<file path="config.mk">
export PLATFORM = sky130hd
export DESIGN_NAME = gpio_msg_top
export DESIGN_NICKNAME = d
export VERILOG_FILES = /design/src/rtl/gpio_pkg.sv /design/src/rtl/gpio_ifs.sv /design/src/rtl/gpio_axil_slave.sv /design/src/rtl/gpio_msg_top.sv /design/src/rtl/gpio_pin_sampler.sv
export SDC_FILE = /design/constraint.sdc
export NUM_CORES = 1
export LEC_CHECK = 0
export CAP_MARGIN = 30
export CORE_MARGIN = 4
export CORE_UTILIZATION = 45
export CTS_CLUSTER_DIAMETER = 50
export CTS_CLUSTER_SIZE = 10
export DETAILED_ROUTE_END_ITERATION = 8
export DONT_BUFFER_PORTS = 1
export GPL_TIMING_DRIVEN = 1
export RECOVER_POWER = 50
export SYNTH_ARGS = -nofsm -noshare
export SYNTH_HDL_FRONTEND = slang
export SYNTH_SLANG_ARGS = --single-unit
</file>
<file path="constraint.sdc">
create_clock -name aclk -period 5.9 [get_ports aclk]
set_input_delay 0.59 -clock aclk [delete_from_list [all_inputs] [get_ports aclk]]
set_output_delay 0.59 -clock aclk [all_outputs]
set_load 0.01 [all_outputs]
</file>
<file path="src/rtl/gpio_pkg.sv">
// Notes on behaviour
// direction write: input-select bits make inputs, output-select bits make outputs
// all nine pins come out of reset as inputs
// host never selects input and output for one pin together
// drive write: open-drain bits add pullup, push-pull bits drop it
// reset leaves every pin open-drain with pullup on
// open-drain pins keep the pullup on, even as inputs
// host never selects open drain and push-pull for one pin together
// strobed mode: pin 0 is input; strobed pins update only while it is low
// sampling write: bit 0 switches strobed mode, bits 1 to 8 pick pins
// reset leaves every pin sampled continuously
// host never selects continuous and strobed for one pin together
// mask write: unmask bits enable, mask bits disable change interrupts
// reset masks every change interrupt, so no events appear
// host never masks and unmasks one pin together
// unmasked sampled change sends a status event with all nine levels
// host compares levels with the previous report to find the cause
// status request answers with observed pin levels, not driven values
// pins are sampled once every 10 ms
// report holds pins 7 to 0 in low byte, pin 8 in bit 8
// output value: set bits force one, reset bits zero, resets to zero
// host writes the output value before switching a pin to output
// bit n of every per-pin field is pin n; pin 8 is bit 8
`default_nettype none
package gpio_pkg;
   localparam int unsigned NPINS = 9;
   // register byte addresses
   localparam logic [7:0] ADDR_OUTVAL     = 8'h00;
   localparam logic [7:0] ADDR_DIRECTION  = 8'h04;
   localparam logic [7:0] ADDR_DRIVE      = 8'h08;
   localparam logic [7:0] ADDR_SAMPLING   = 8'h0c;
   localparam logic [7:0] ADDR_INT_MASK   = 8'h10;
   localparam logic [7:0] ADDR_STATUS_REQ = 8'h14;
   localparam logic [7:0] ADDR_REPORT     = 8'h18;
   // command field positions
   localparam int unsigned FIELD_A_LSB    = 0;
   localparam int unsigned FIELD_B_LSB    = 16;
   localparam int unsigned REPORT_EVT_BIT = 16;
   localparam int unsigned REPORT_RSP_BIT = 17;
   // reset values
   localparam logic [8:0] RST_OUTVAL     = 9'h000;
   localparam logic [8:0] RST_DIRECTION  = 9'h000;
   localparam logic [8:0] RST_OPEN_DRAIN = 9'h1ff;
   localparam logic [8:0] RST_STROBE_SEL = 9'h000;
   localparam logic       RST_STROBE_EN  = 1'b0;
   localparam logic [8:0] RST_INT_EN     = 9'h000;
   // bus answers
   localparam logic [1:0] RESP_OKAY   = 2'h0;
   localparam logic [1:0] RESP_SLVERR = 2'h2;
   // timing
   localparam int unsigned CLK_PERIOD_NS        = 50;
   localparam int unsigned SAMPLE_PERIOD_NS     = 10_000_000;
   localparam int unsigned SAMPLE_PERIOD_CYCLES = SAMPLE_PERIOD_NS / CLK_PERIOD_NS;
endpackage
`default_nettype wire

</file>
<file path="src/rtl/gpio_ifs.sv">
`default_nettype none
// register access between bus slave and gpio core
interface gpio_regbus_if;
   logic        wr_en;
   logic [7:0]  wr_addr;
   logic [31:0] wr_data;
   logic        wr_err;
   logic [7:0]  rd_addr;
   logic [31:0] rd_data;
   logic        rd_err;
   modport slave (output wr_en, wr_addr, wr_data, rd_addr, input wr_err, rd_data, rd_err);
   modport regs  (input wr_en, wr_addr, wr_data, rd_addr, output wr_err, rd_data, rd_err);
endinterface

// sampling control and results
interface gpio_sample_if;
   logic       tick;
   logic       strobe_en;
   logic [8:0] strobe_sel;
   logic [8:0] live;
   logic [8:0] sampled;
   logic [8:0] changed;
   logic       done;
   modport sampler (input tick, strobe_en, strobe_sel, output live, sampled, changed, done);
   modport core    (output tick, strobe_en, strobe_sel, input live, sampled, changed, done);
endinterface
`default_nettype wire

</file>
<file path="src/rtl/gpio_axil_slave.sv">
`default_nettype none
module gpio_axil_slave (
   // clock and reset
   input  wire logic        aclk,
   input  wire logic        aresetn,
   input  wire logic        ce,
   // write channels
   input  wire logic        awvalid,
   output logic             awready,
   input  wire logic [7:0]  awaddr,
   input  wire logic        wvalid,
   output logic             wready,
   input  wire logic [31:0] wdata,
   input  wire logic [3:0]  wstrb,
   output logic             bvalid,
   input  wire logic        bready,
   output logic [1:0]       bresp,
   // read channels
   input  wire logic        arvalid,
   output logic             arready,
   input  wire logic [7:0]  araddr,
   output logic             rvalid,
   input  wire logic        rready,
   output logic [31:0]      rdata,
   output logic [1:0]       rresp,
   // register side
   gpio_regbus_if.slave     rb
);
   typedef struct packed {
      logic        awready, wready, bvalid, arready, rvalid;
      logic [1:0]  bresp, rresp;
      logic        aw_full, w_full, ar_full, wr_en;
      logic [7:0]  waddr, raddr;
      logic [31:0] wdata, rdata;
   } axil_state_t;

   axil_state_t st, next_st;

   always_comb begin
      next_st = st;
      next_st.wr_en = 1'b0;
      if (awvalid && st.awready) begin
         next_st.aw_full = 1'b1;
         next_st.waddr = awaddr;
      end
      // unstrobed lanes read as zero, which leaves those pins unaffected
      if (wvalid && st.wready) begin
         next_st.w_full = 1'b1;
         next_st.wdata = wdata & {{8{wstrb[3]}}, {8{wstrb[2]}}, {8{wstrb[1]}}, {8{wstrb[0]}}};
      end
      if (st.aw_full && st.w_full && !st.bvalid) begin
         next_st.wr_en = 1'b1;
         next_st.bvalid = 1'b1;
         next_st.bresp = rb.wr_err ? gpio_pkg::RESP_SLVERR : gpio_pkg::RESP_OKAY;
         next_st.aw_full = 1'b0;
         next_st.w_full = 1'b0;
      end else if (st.bvalid && bready) begin
         next_st.bvalid = 1'b0;
      end
      if (arvalid && st.arready) begin
         next_st.ar_full = 1'b1;
         next_st.raddr = araddr;
      end
      if (st.ar_full && !st.rvalid) begin
         next_st.rvalid = 1'b1;
         next_st.rdata = rb.rd_data;
         next_st.rresp = rb.rd_err ? gpio_pkg::RESP_SLVERR : gpio_pkg::RESP_OKAY;
         next_st.ar_full = 1'b0;
      end else if (st.rvalid && rready) begin
         next_st.rvalid = 1'b0;
      end
      // one write and one read in flight; address and data stay put while answered
      next_st.awready = !next_st.aw_full && !next_st.bvalid;
      next_st.wready = !next_st.w_full && !next_st.bvalid;
      next_st.arready = !next_st.ar_full && !next_st.rvalid;
   end

   always_ff @(posedge aclk) begin
      if (!aresetn) begin
         st <= '0;
      end else if (ce) begin
         st <= next_st;
      end
   end

   assign awready = st.awready;
   assign wready = st.wready;
   assign bvalid = st.bvalid;
   assign bresp = st.bresp;
   assign arready = st.arready;
   assign rvalid = st.rvalid;
   assign rdata = st.rdata;
   assign rresp = st.rresp;
   assign rb.wr_en = st.wr_en;
   assign rb.wr_addr = st.waddr;
   assign rb.wr_data = st.wdata;
   assign rb.rd_addr = st.raddr;
endmodule
`default_nettype wire

</file>
<file path="src/rtl/gpio_msg_top.sv">
`default_nettype none
module gpio_msg_top #(
   parameter int unsigned SAMPLE_PERIOD_CYCLES = gpio_pkg::SAMPLE_PERIOD_CYCLES
) (
   // clock, reset, enable
   input  wire logic        aclk,
   input  wire logic        aresetn,
   input  wire logic        ce,
   // axi4-lite write
   input  wire logic        s_axil_awvalid,
   output logic             s_axil_awready,
   input  wire logic [7:0]  s_axil_awaddr,
   input  wire logic        s_axil_wvalid,
   output logic             s_axil_wready,
   input  wire logic [31:0] s_axil_wdata,
   input  wire logic [3:0]  s_axil_wstrb,
   output logic             s_axil_bvalid,
   input  wire logic        s_axil_bready,
   output logic [1:0]       s_axil_bresp,
   // axi4-lite read
   input  wire logic        s_axil_arvalid,
   output logic             s_axil_arready,
   input  wire logic [7:0]  s_axil_araddr,
   output logic             s_axil_rvalid,
   input  wire logic        s_axil_rready,
   output logic [31:0]      s_axil_rdata,
   output logic [1:0]       s_axil_rresp,
   // pads
   input  wire logic [8:0]  pin_in,
   output logic [8:0]       pin_out,
   output logic [8:0]       pin_oe_n,
   output logic [8:0]       pin_pullup_en,
   // report
   output logic             status_event,
   output logic             status_response,
   output logic [8:0]       pin_level_report
);

   ////////////////////////////////////////////////////////////////////////////
   // state

   typedef struct packed {
      logic [8:0]  outval;
      logic [8:0]  dir;
      logic [8:0]  od;
      logic [8:0]  strobe_sel;
      logic        strobe_en;
      logic [8:0]  int_en;
      logic [17:0] tick_cnt;
      logic        tick;
      logic [8:0]  report;
      logic        evt_pend;
      logic        rsp_pend;
      logic        status_event;
      logic        status_response;
      logic [8:0]  pin_out;
      logic [8:0]  pin_oe_n;
      logic [8:0]  pin_pullup_en;
   } core_state_t;

   localparam logic [17:0] TICK_LAST = 18'(SAMPLE_PERIOD_CYCLES - 1);

   localparam core_state_t RESET_STATE = '{
      outval:          gpio_pkg::RST_OUTVAL,
      dir:             gpio_pkg::RST_DIRECTION,
      od:              gpio_pkg::RST_OPEN_DRAIN,
      strobe_sel:      gpio_pkg::RST_STROBE_SEL,
      strobe_en:       gpio_pkg::RST_STROBE_EN,
      int_en:          gpio_pkg::RST_INT_EN,
      tick_cnt:        18'h0_0000,
      tick:            1'b0,
      report:          9'h000,
      evt_pend:        1'b0,
      rsp_pend:        1'b0,
      status_event:    1'b0,
      status_response: 1'b0,
      pin_out:         9'h000,
      pin_oe_n:        9'h1ff,
      pin_pullup_en:   gpio_pkg::RST_OPEN_DRAIN
   };

   core_state_t st, next_st;

   gpio_regbus_if rb ();
   gpio_sample_if sp ();

   ////////////////////////////////////////////////////////////////////////////
   // sub-blocks

   gpio_axil_slave u_bus (
      .aclk    (aclk),
      .aresetn (aresetn),
      .ce      (ce),
      .awvalid (s_axil_awvalid),
      .awready (s_axil_awready),
      .awaddr  (s_axil_awaddr),
      .wvalid  (s_axil_wvalid),
      .wready  (s_axil_wready),
      .wdata   (s_axil_wdata),
      .wstrb   (s_axil_wstrb),
      .bvalid  (s_axil_bvalid),
      .bready  (s_axil_bready),
      .bresp   (s_axil_bresp),
      .arvalid (s_axil_arvalid),
      .arready (s_axil_arready),
      .araddr  (s_axil_araddr),
      .rvalid  (s_axil_rvalid),
      .rready  (s_axil_rready),
      .rdata   (s_axil_rdata),
      .rresp   (s_axil_rresp),
      .rb      (rb.slave)
   );

   gpio_pin_sampler u_sampler (
      .aclk    (aclk),
      .aresetn (aresetn),
      .ce      (ce),
      .pin_raw (pin_in),
      .sp      (sp.sampler)
   );

   assign sp.tick = st.tick;
   assign sp.strobe_en = st.strobe_en;
   assign sp.strobe_sel = st.strobe_sel;

   ////////////////////////////////////////////////////////////////////////////
   // command decode and pad control

   logic [8:0] fld_a;
   logic [8:0] fld_b;
   logic       drive;

   assign fld_a = rb.wr_data[gpio_pkg::FIELD_A_LSB +: 9];
   assign fld_b = rb.wr_data[gpio_pkg::FIELD_B_LSB +: 9];

   always_comb begin
      next_st = st;
      drive = 1'b0;
      next_st.tick = 1'b0;
      next_st.status_event = 1'b0;
      next_st.status_response = 1'b0;

      // free-running 10 ms sample timer
      if (st.tick_cnt >= TICK_LAST) begin
         next_st.tick_cnt = 18'h0_0000;
         next_st.tick = 1'b1;
      end else begin
         next_st.tick_cnt = st.tick_cnt + 18'h0_0001;
      end

      if (rb.wr_en) begin
         unique case (rb.wr_addr)
            gpio_pkg::ADDR_OUTVAL: begin
               // a resets, b sets; both at once is the host's fault, set wins
               next_st.outval = (st.outval & ~fld_a) | fld_b;
            end
            gpio_pkg::ADDR_DIRECTION: begin
               next_st.dir = (st.dir & ~fld_a) | fld_b;
            end
            gpio_pkg::ADDR_DRIVE: begin
               next_st.od = (st.od | fld_a) & ~fld_b;
            end
            gpio_pkg::ADDR_SAMPLING: begin
               if (fld_b[0]) begin
                  next_st.strobe_en = 1'b1;
               end else if (fld_a[0]) begin
                  next_st.strobe_en = 1'b0;
               end
               next_st.strobe_sel = {(st.strobe_sel[8:1] & ~fld_a[8:1]) | fld_b[8:1], 1'b0};
            end
            gpio_pkg::ADDR_INT_MASK: begin
               next_st.int_en = (st.int_en & ~fld_a) | fld_b;
            end
            gpio_pkg::ADDR_STATUS_REQ: begin
               // live synchronised levels: an open-drain low shows as seen
               next_st.report = sp.live;
               next_st.rsp_pend = 1'b1;
               next_st.status_response = 1'b1;
            end
            gpio_pkg::ADDR_REPORT: begin
               if (rb.wr_data[gpio_pkg::REPORT_EVT_BIT]) begin
                  next_st.evt_pend = 1'b0;
               end
               if (rb.wr_data[gpio_pkg::REPORT_RSP_BIT]) begin
                  next_st.rsp_pend = 1'b0;
               end
            end
            default: begin
            end
         endcase
      end

      // event after the clear, so a coincident event is never lost
      if (sp.done && |(sp.changed & st.int_en)) begin
         next_st.report = sp.sampled;
         next_st.evt_pend = 1'b1;
         next_st.status_event = 1'b1;
      end

      for (int i = 0; i < 9; i++) begin
         // pin 0 is forced to input while it is the strobe
         drive = next_st.dir[i] && !(i == 0 && next_st.strobe_en);
         // open drain only ever pulls low
         next_st.pin_oe_n[i] = !(drive && (!next_st.od[i] || !next_st.outval[i]));
         next_st.pin_out[i] = next_st.od[i] ? 1'b0 : next_st.outval[i];
      end
      next_st.pin_pullup_en = next_st.od;
   end

   always_ff @(posedge aclk) begin
      if (!aresetn) begin
         st <= RESET_STATE;
      end else if (ce) begin
         st <= next_st;
      end
   end

   ////////////////////////////////////////////////////////////////////////////
   // register read side and write address check

   always_comb begin
      rb.rd_err = 1'b0;
      rb.wr_err = 1'b0;
      unique case (rb.rd_addr)
         gpio_pkg::ADDR_OUTVAL:     rb.rd_data = {23'h00_0000, st.outval};
         gpio_pkg::ADDR_DIRECTION:  rb.rd_data = {23'h00_0000, st.dir};
         gpio_pkg::ADDR_DRIVE:      rb.rd_data = {23'h00_0000, st.od};
         gpio_pkg::ADDR_SAMPLING:   rb.rd_data = {23'h00_0000, st.strobe_sel[8:1], st.strobe_en};
         gpio_pkg::ADDR_INT_MASK:   rb.rd_data = {23'h00_0000, st.int_en};
         gpio_pkg::ADDR_STATUS_REQ: rb.rd_data = {23'h00_0000, sp.live};
         gpio_pkg::ADDR_REPORT:     rb.rd_data = {14'h0000, st.rsp_pend, st.evt_pend, 7'h00, st.report};
         default: begin
            rb.rd_data = 32'h0000_0000;
            rb.rd_err = 1'b1;
         end
      endcase
      unique case (rb.wr_addr)
         gpio_pkg::ADDR_OUTVAL, gpio_pkg::ADDR_DIRECTION, gpio_pkg::ADDR_DRIVE,
         gpio_pkg::ADDR_SAMPLING, gpio_pkg::ADDR_INT_MASK, gpio_pkg::ADDR_STATUS_REQ,
         gpio_pkg::ADDR_REPORT: rb.wr_err = 1'b0;
         default:               rb.wr_err = 1'b1;
      endcase
   end

   ////////////////////////////////////////////////////////////////////////////
   // outputs

   assign pin_out = st.pin_out;
   assign pin_oe_n = st.pin_oe_n;
   assign pin_pullup_en = st.pin_pullup_en;
   assign status_event = st.status_event;
   assign status_response = st.status_response;
   assign pin_level_report = st.report;
endmodule
`default_nettype wire

</file>
<file path="src/rtl/gpio_pin_sampler.sv">
`default_nettype none
module gpio_pin_sampler (
   // clock and reset
   input  wire logic       aclk,
   input  wire logic       aresetn,
   input  wire logic       ce,
   // raw pad levels
   input  wire logic [8:0] pin_raw,
   // core side
   gpio_sample_if.sampler  sp
);
   typedef struct packed {
      logic [8:0] sync1, sync2, sampled, changed;
      logic       done;
   } sampler_state_t;

   sampler_state_t st, next_st;
   logic [8:0]     hold;

   always_comb begin
      next_st = st;
      next_st.done = 1'b0;
      next_st.sync1 = pin_raw;
      next_st.sync2 = st.sync1;
      // pin 0 is the strobe and is never held itself
      hold = (sp.strobe_en && st.sync2[0]) ? {sp.strobe_sel[8:1], 1'b0} : 9'h000;
      if (sp.tick) begin
         next_st.sampled = (st.sampled & hold) | (st.sync2 & ~hold);
         next_st.changed = next_st.sampled ^ st.sampled;
         next_st.done = 1'b1;
      end
   end

   always_ff @(posedge aclk) begin
      if (!aresetn) begin
         st <= '0;
      end else if (ce) begin
         st <= next_st;
      end
   end

   assign sp.live = st.sync2;
   assign sp.sampled = st.sampled;
   assign sp.changed = st.changed;
   assign sp.done = st.done;
endmodule
`default_nettype wire

</file>
# [After elaboration in Yosys (flattened, before gate mapping)]
# Cells that the tools add are included.
[totals] register_bits=218 word_cells=202
[classes] add_sub_neg=1 n_lt_le_gt_ge=1 eq_ne=13 n_mux=44 n_bitwise=20 reduce_logical=88
[ops] cell="$pmux 18 s7" count=1
[ops] cell="$and 9x9->9" count=7
[ops] cell="$mux 9" count=6
[ops] cell="$eq 8x5->1 const B" count=6
[ops] cell="$mux 46" count=1
[ops] cell="$or 9x9->9" count=5
[ops] cell="$logic_not 1->1" count=35
[ops] cell="$eq 8x4->1 const B" count=4
[ops] cell="$mux 1" count=28
[ops] cell="$not 9->9" count=3
[ops] cell="$and 25x25->25" count=1
[ops] cell="$logic_and 1x1->1" count=23
[ops] cell="$mux 10" count=2
[ops] cell="$add 18x1->18 const B" count=1
[ops] cell="$ge 18x18->1 const B" count=1
[ops] cell="$mux 18" count=1
[ops] cell="$eq 8x3->1 const B" count=2
[ops] cell="$logic_not 8->1" count=2
[ops] cell="$reduce_or 7->1" count=2
[ops] cell="$reduce_and 2->1" count=6
[ops] cell="$mux 11" count=1
[ops] cell="$reduce_bool 2->1" count=5
[ops] cell="$logic_or 1x1->1" count=9
[ops] cell="$reduce_and 3->1" count=3
[ops] cell="9 further kinds" count=12

# [Depth between registers and ports, before layout]
[depth] word_depth=9 ltp_mapped=8

# [Modules after synthesis]
# A second synthesis with hierarchy kept.
[unflattened] cells_unflattened=1268 area_unflattened_um2=11155.7
[modules_own_cells] module="gpio_msg_top" instances=1 cells_each=631 area_per_inst_um2=5210.0 seq_area_each_um2=1901.8
[modules_own_cells] module="gpio_axil_slave" instances=1 cells_each=485 area_per_inst_um2=4366.7 seq_area_each_um2=1821.7
[modules_own_cells] module="gpio_pin_sampler" instances=1 cells_each=152 area_per_inst_um2=1579.0 seq_area_each_um2=740.7

# [Worst setup path before layout]
# No wires, ideal clock.
[synth_path] path_type="in2reg" start="input port ce" end="register st, in the netlist sp.strobe_sel[8]" arrival_time_ns=1.986 required_ns=5.772 path_slack_ns=3.787 cell_stages=7 n_path_buf=2 cell_sequence="clkbuf_1 clkinv_1 nor4b_4 buf_2 nand2_1 a22oi_1 nor2_1"
[synth_between] elab_chain_cells=1
[synth_rtl] item="start: declaration" line="gpio_msg_top.sv:8" rtl="input wire logic ce,"
[synth_rtl] item="$reduce_and 3->1 (no source line)"
[synth_rtl] item="end signal: assignment" line="gpio_msg_top.sv:214" rtl="st <= next_st;"
[synth_rtl] item="end: declaration" line="gpio_msg_top.sv:82" rtl="core_state_t st, next_st;"
# No other way between the ends.
# A chain may end at the register's enable or synchronous reset.

==> results.ini <==
[outcome]
outcome = finished, violations left
violations = capacitance limit, slew limit

[synthesis]
yosys.area_share.adder_pct = 0.1412
synth_top_family_by_area = simple AND/OR/NAND/NOR gates
synth-async-reset-ratio_pct = 0
synthDistinctLibCells = 65
yosys_warnings = 0
synth_compound_area_share_pct = 16.38
synth_enable_flop_cells = 0
synth_simple_gate_area_share_pct = 21.96
syn-cell-area_sq_um = 8860
ys_ff_latch = 188
synthMuxAreaShare_pct = 7.259
ys_seq_area_share_pct = 42.48
syn-mean-instance-area_sq_um = 8.763
synthFlopType = dfxtp_1
syn-instance-count = 1011
synth_xor_area_share_pct = 2.471

[routing]
drcViolationCount = 0
final_antenna_net_count = 0
vias = 6758
dr.pass1.iters = 5
viasPerCell = 5.608
drtIter0Drc = 431
wire_per_inst_um = 18.97
routed_wl_mm = 22.86

[timing]
max_slew.worst_pin.slew_ns = 2.020
post-route-min-period_ns = 3.876
min_period_over_period_pct = 65.70
rsz0062_at_grt = false
max_slew_margin_pct = -35.44
finalSetupTns_ns = 0
drv_slew = 137
finalHoldViolations = 0
fmax_mhz = 258.0
setup-violations-final = 0
fin_worst_skew_ns = 0.008362

[place]
io_buffers = 0
place_congestion = 0.8221
place_hpwl_mm = 15.67
dpl-instance-area_sq_um = 8568

[global_routing]
grt_pass1_vias = 6311
grt_usage_pct = 20.63
gr-total-overflow = 0
antenna_found_initial = 1
grt_max_degree = 108
grt_first_pass_wirelength_mm = 35.69

[final_layout]
finish.net_count = 998
design_area_sq_um = 9164
nFillCells = 1923
diodes = 0
drive_gt1_share_pct = 7.553
syn_to_final_growth_pct = 3.432

[cts]
clkTransAtPathRegs_ns = 0.07
post_cts_buffers = 0
cts_hold_buf = 0
cts_resized = 0
htree_levels = 4
cts_buffer_depth = 2
cts_tree = yes
root_buffer = clkbuf_16
numCtsBuffers = 17
clk-insertion-delay-late_ns = 0.44
clkSinkCount = 188

[floorplanning]
core_area_sq_um = 19400
dieArea_sq_um = 22000
rows = 51
io_pins = 148
die_h_um = 148.3
die_width_um = 148.3
initial_utilization_pct = 45.67

[power_and_ir_drop]
clkPwrFrac_pct = 45.3
cellInternalPower_uw = 2009
pwr-share-comb_pct = 4.1
seqPwrFrac_pct = 50.6
power_density_nw_per_um2 = 284.7
cellLeakagePower_uw = 0.003145
max-vdd-ir-drop_uv = 251.1
switchingPower_uw = 599.7
swShare_pct = 22.99

[min_path]
hp-class = primary input to flop
holdPathStages = 1

[worst_setup_path]
critPathMaxFanout = 80
path_buf_inv = 2
cpPeakStageDelay_ns = 1.51
end_kind = flop
reg2reg_depth = 5
crit_required_ns = 6.22
cp.depth = 4
path_class = primary input to flop
crit_family = buffers and inverters
path_cells = clkinvlp_2, clkbuf_2, or3_1, o31a_1
crit_arrival_ns = 4.20
critPathSlowestCell = clkinvlp_2
startpoint_type = primary input

[run]
max-cap-violations = 2

-- power by group through the flow --
stage / Combinational [uW] / Sequential [uW] / Clock [uW]
after floorplan: 119 / 1340 / 0
after global placement: 102 / 1350 / 0
after detailed placement: 106 / 1350 / 0
after CTS: 106 / 1320 / 1200
after global routing: 119 / 1320 / 1260
final: 106 / 1320 / 1180
-- through the flow --
step / power, uW / std cells / utilization (%) / worst slack (ns) / hold WS (ns)
final: 2609 / 1205 / 47.24 / 2.024 / 0.2302
after CTS: 2630 / 1204 / 47.22 / 3.004 / 0.2089
after floorplan: 1454 / 1033 / - / 3.787 / 0.4278
after global routing: 2697 / 1205 / 47.24 / 1.717 / 0.2091
after global placement: 1451 / 1170 / 44.00 / 3.043 / 0.4464
after detailed placement: 1455 / 1173 / 44.17 / 3.020 / 0.4494
-- cell usage after synthesis (2+ instances only) --
cell	n	area share, %
o21ai_1	3	0.17
or4b_1	3	0.34
and4b_1	9	1.0
nor3_2	3	0.34
and3_1	6	0.42
a221o_1	8	0.90
a21o_1	9	0.76
xnor2_1	18	1.8
nand2b_1	5	0.35
nand3_1	37	2.1
buf_2	8	0.45
nand3b_1	16	1.4
clkinv_1	2	0.085
nand4_1	6	0.42
a31oi_1	13	0.92
mux4_2	9	2.3
clkbuf_1	46	1.9
mux2i_1	35	4.0
a211o_1	2	0.20
or4_1	3	0.25
nor2_1	131	5.6
or3_1	8	0.56
nand4b_1	9	0.89
nor3_4	3	0.55
o31a_1	8	0.79
a21oi_1	70	4.0
xor2_1	7	0.69
dfxtp_1	188	42
nor4_1	2	0.14
o21ai_0	15	0.85
mux2_2	8	1.0
nand2_1	121	5.1
a31o_2	2	0.20
buf_4	73	6.2
a22oi_1	37	3.1
a211oi_1	20	1.7
a22o_1	8	0.79
o2bb2ai_1	9	0.89
inv_1	7	0.30
nor3_1	6	0.34
nor2b_1	10	0.71
buf_1	4	0.17
nor4b_1	2	0.20
-- state kept, by name, indices dropped and copies added (netlist names), 3 cells and up --
name and cells:
pin_level_report 9, u_sampler.sp.changed 9, pin_pullup_en 9, u_sampler.sp.live 9, u_bus.rb.wr_data 18, u_sampler.sp.sampled 9, u_bus.rb.rd_addr 8, u_bus.rdata 11
u_bus.rb.wr_addr 8, sp.strobe_sel 8, u_bus.st 3, st 47, u_sampler.next_st 9, pin_out 9, pin_oe_n 9
-- path summary, 6_finish.rpt --
path / slack, ns / startpoint / to
hold reg to reg: 0.46 / u_bus.rb.rd_addr[5] / u_bus.rb.rd_addr[5]
setup / recovery: 2.02 / aresetn / pin_oe_n[3]
hold / removal: 0.23 / aresetn / pin_pullup_en[6]
setup reg to reg: 3.01 / u_bus.rb.wr_en / pin_oe_n[0]
-- layer usage --
metal	wire, um	global-route usage (%)
met5	13	0
met1	9662	25.73
met4	590	7.667
met2	11100	34.46
met3	1495	5.424
-- cell families (layout without fill, tap and decap cells) --
family                   after synthesis  after routing
AND/OR/NAND/NOR                      389            389
AO/OA/AOI/OAI                        214            214
other                                  1             23
flip-flops                           188            188
buffers and inverters                141             48
XOR/XNOR                              25             25
multiplexers                          52             52
adder cells (fa/ha/maj)                1              1
-- layout make-up --
type,instances,area [sq um],share of cell area (%)
repair buffers,8,68.82,0.7510
flip-flops and latches,188,3764,41.07
clock inverters,10,141.4,1.543
multi-input cells,704,4373,47.72
clock buffers,21,450.4,4.915
well taps,265,331.6,3.618
inverters,9,35.03,0.3823
-- layout by cell type (no fill, tap or decap), types with 16 or more instances in the layout --
master and n:
a211oi_1 20, a21oi_1 70, a22oi_1 37, clkbuf_16 17
conb_1 23, dfxtp_1 188, mux2i_1 35, nand2_1 121
nand3_1 37, nand3b_1 16, nor2_1 131, xnor2_1 18
Note: power is estimated with default switching activity, not from simulation.
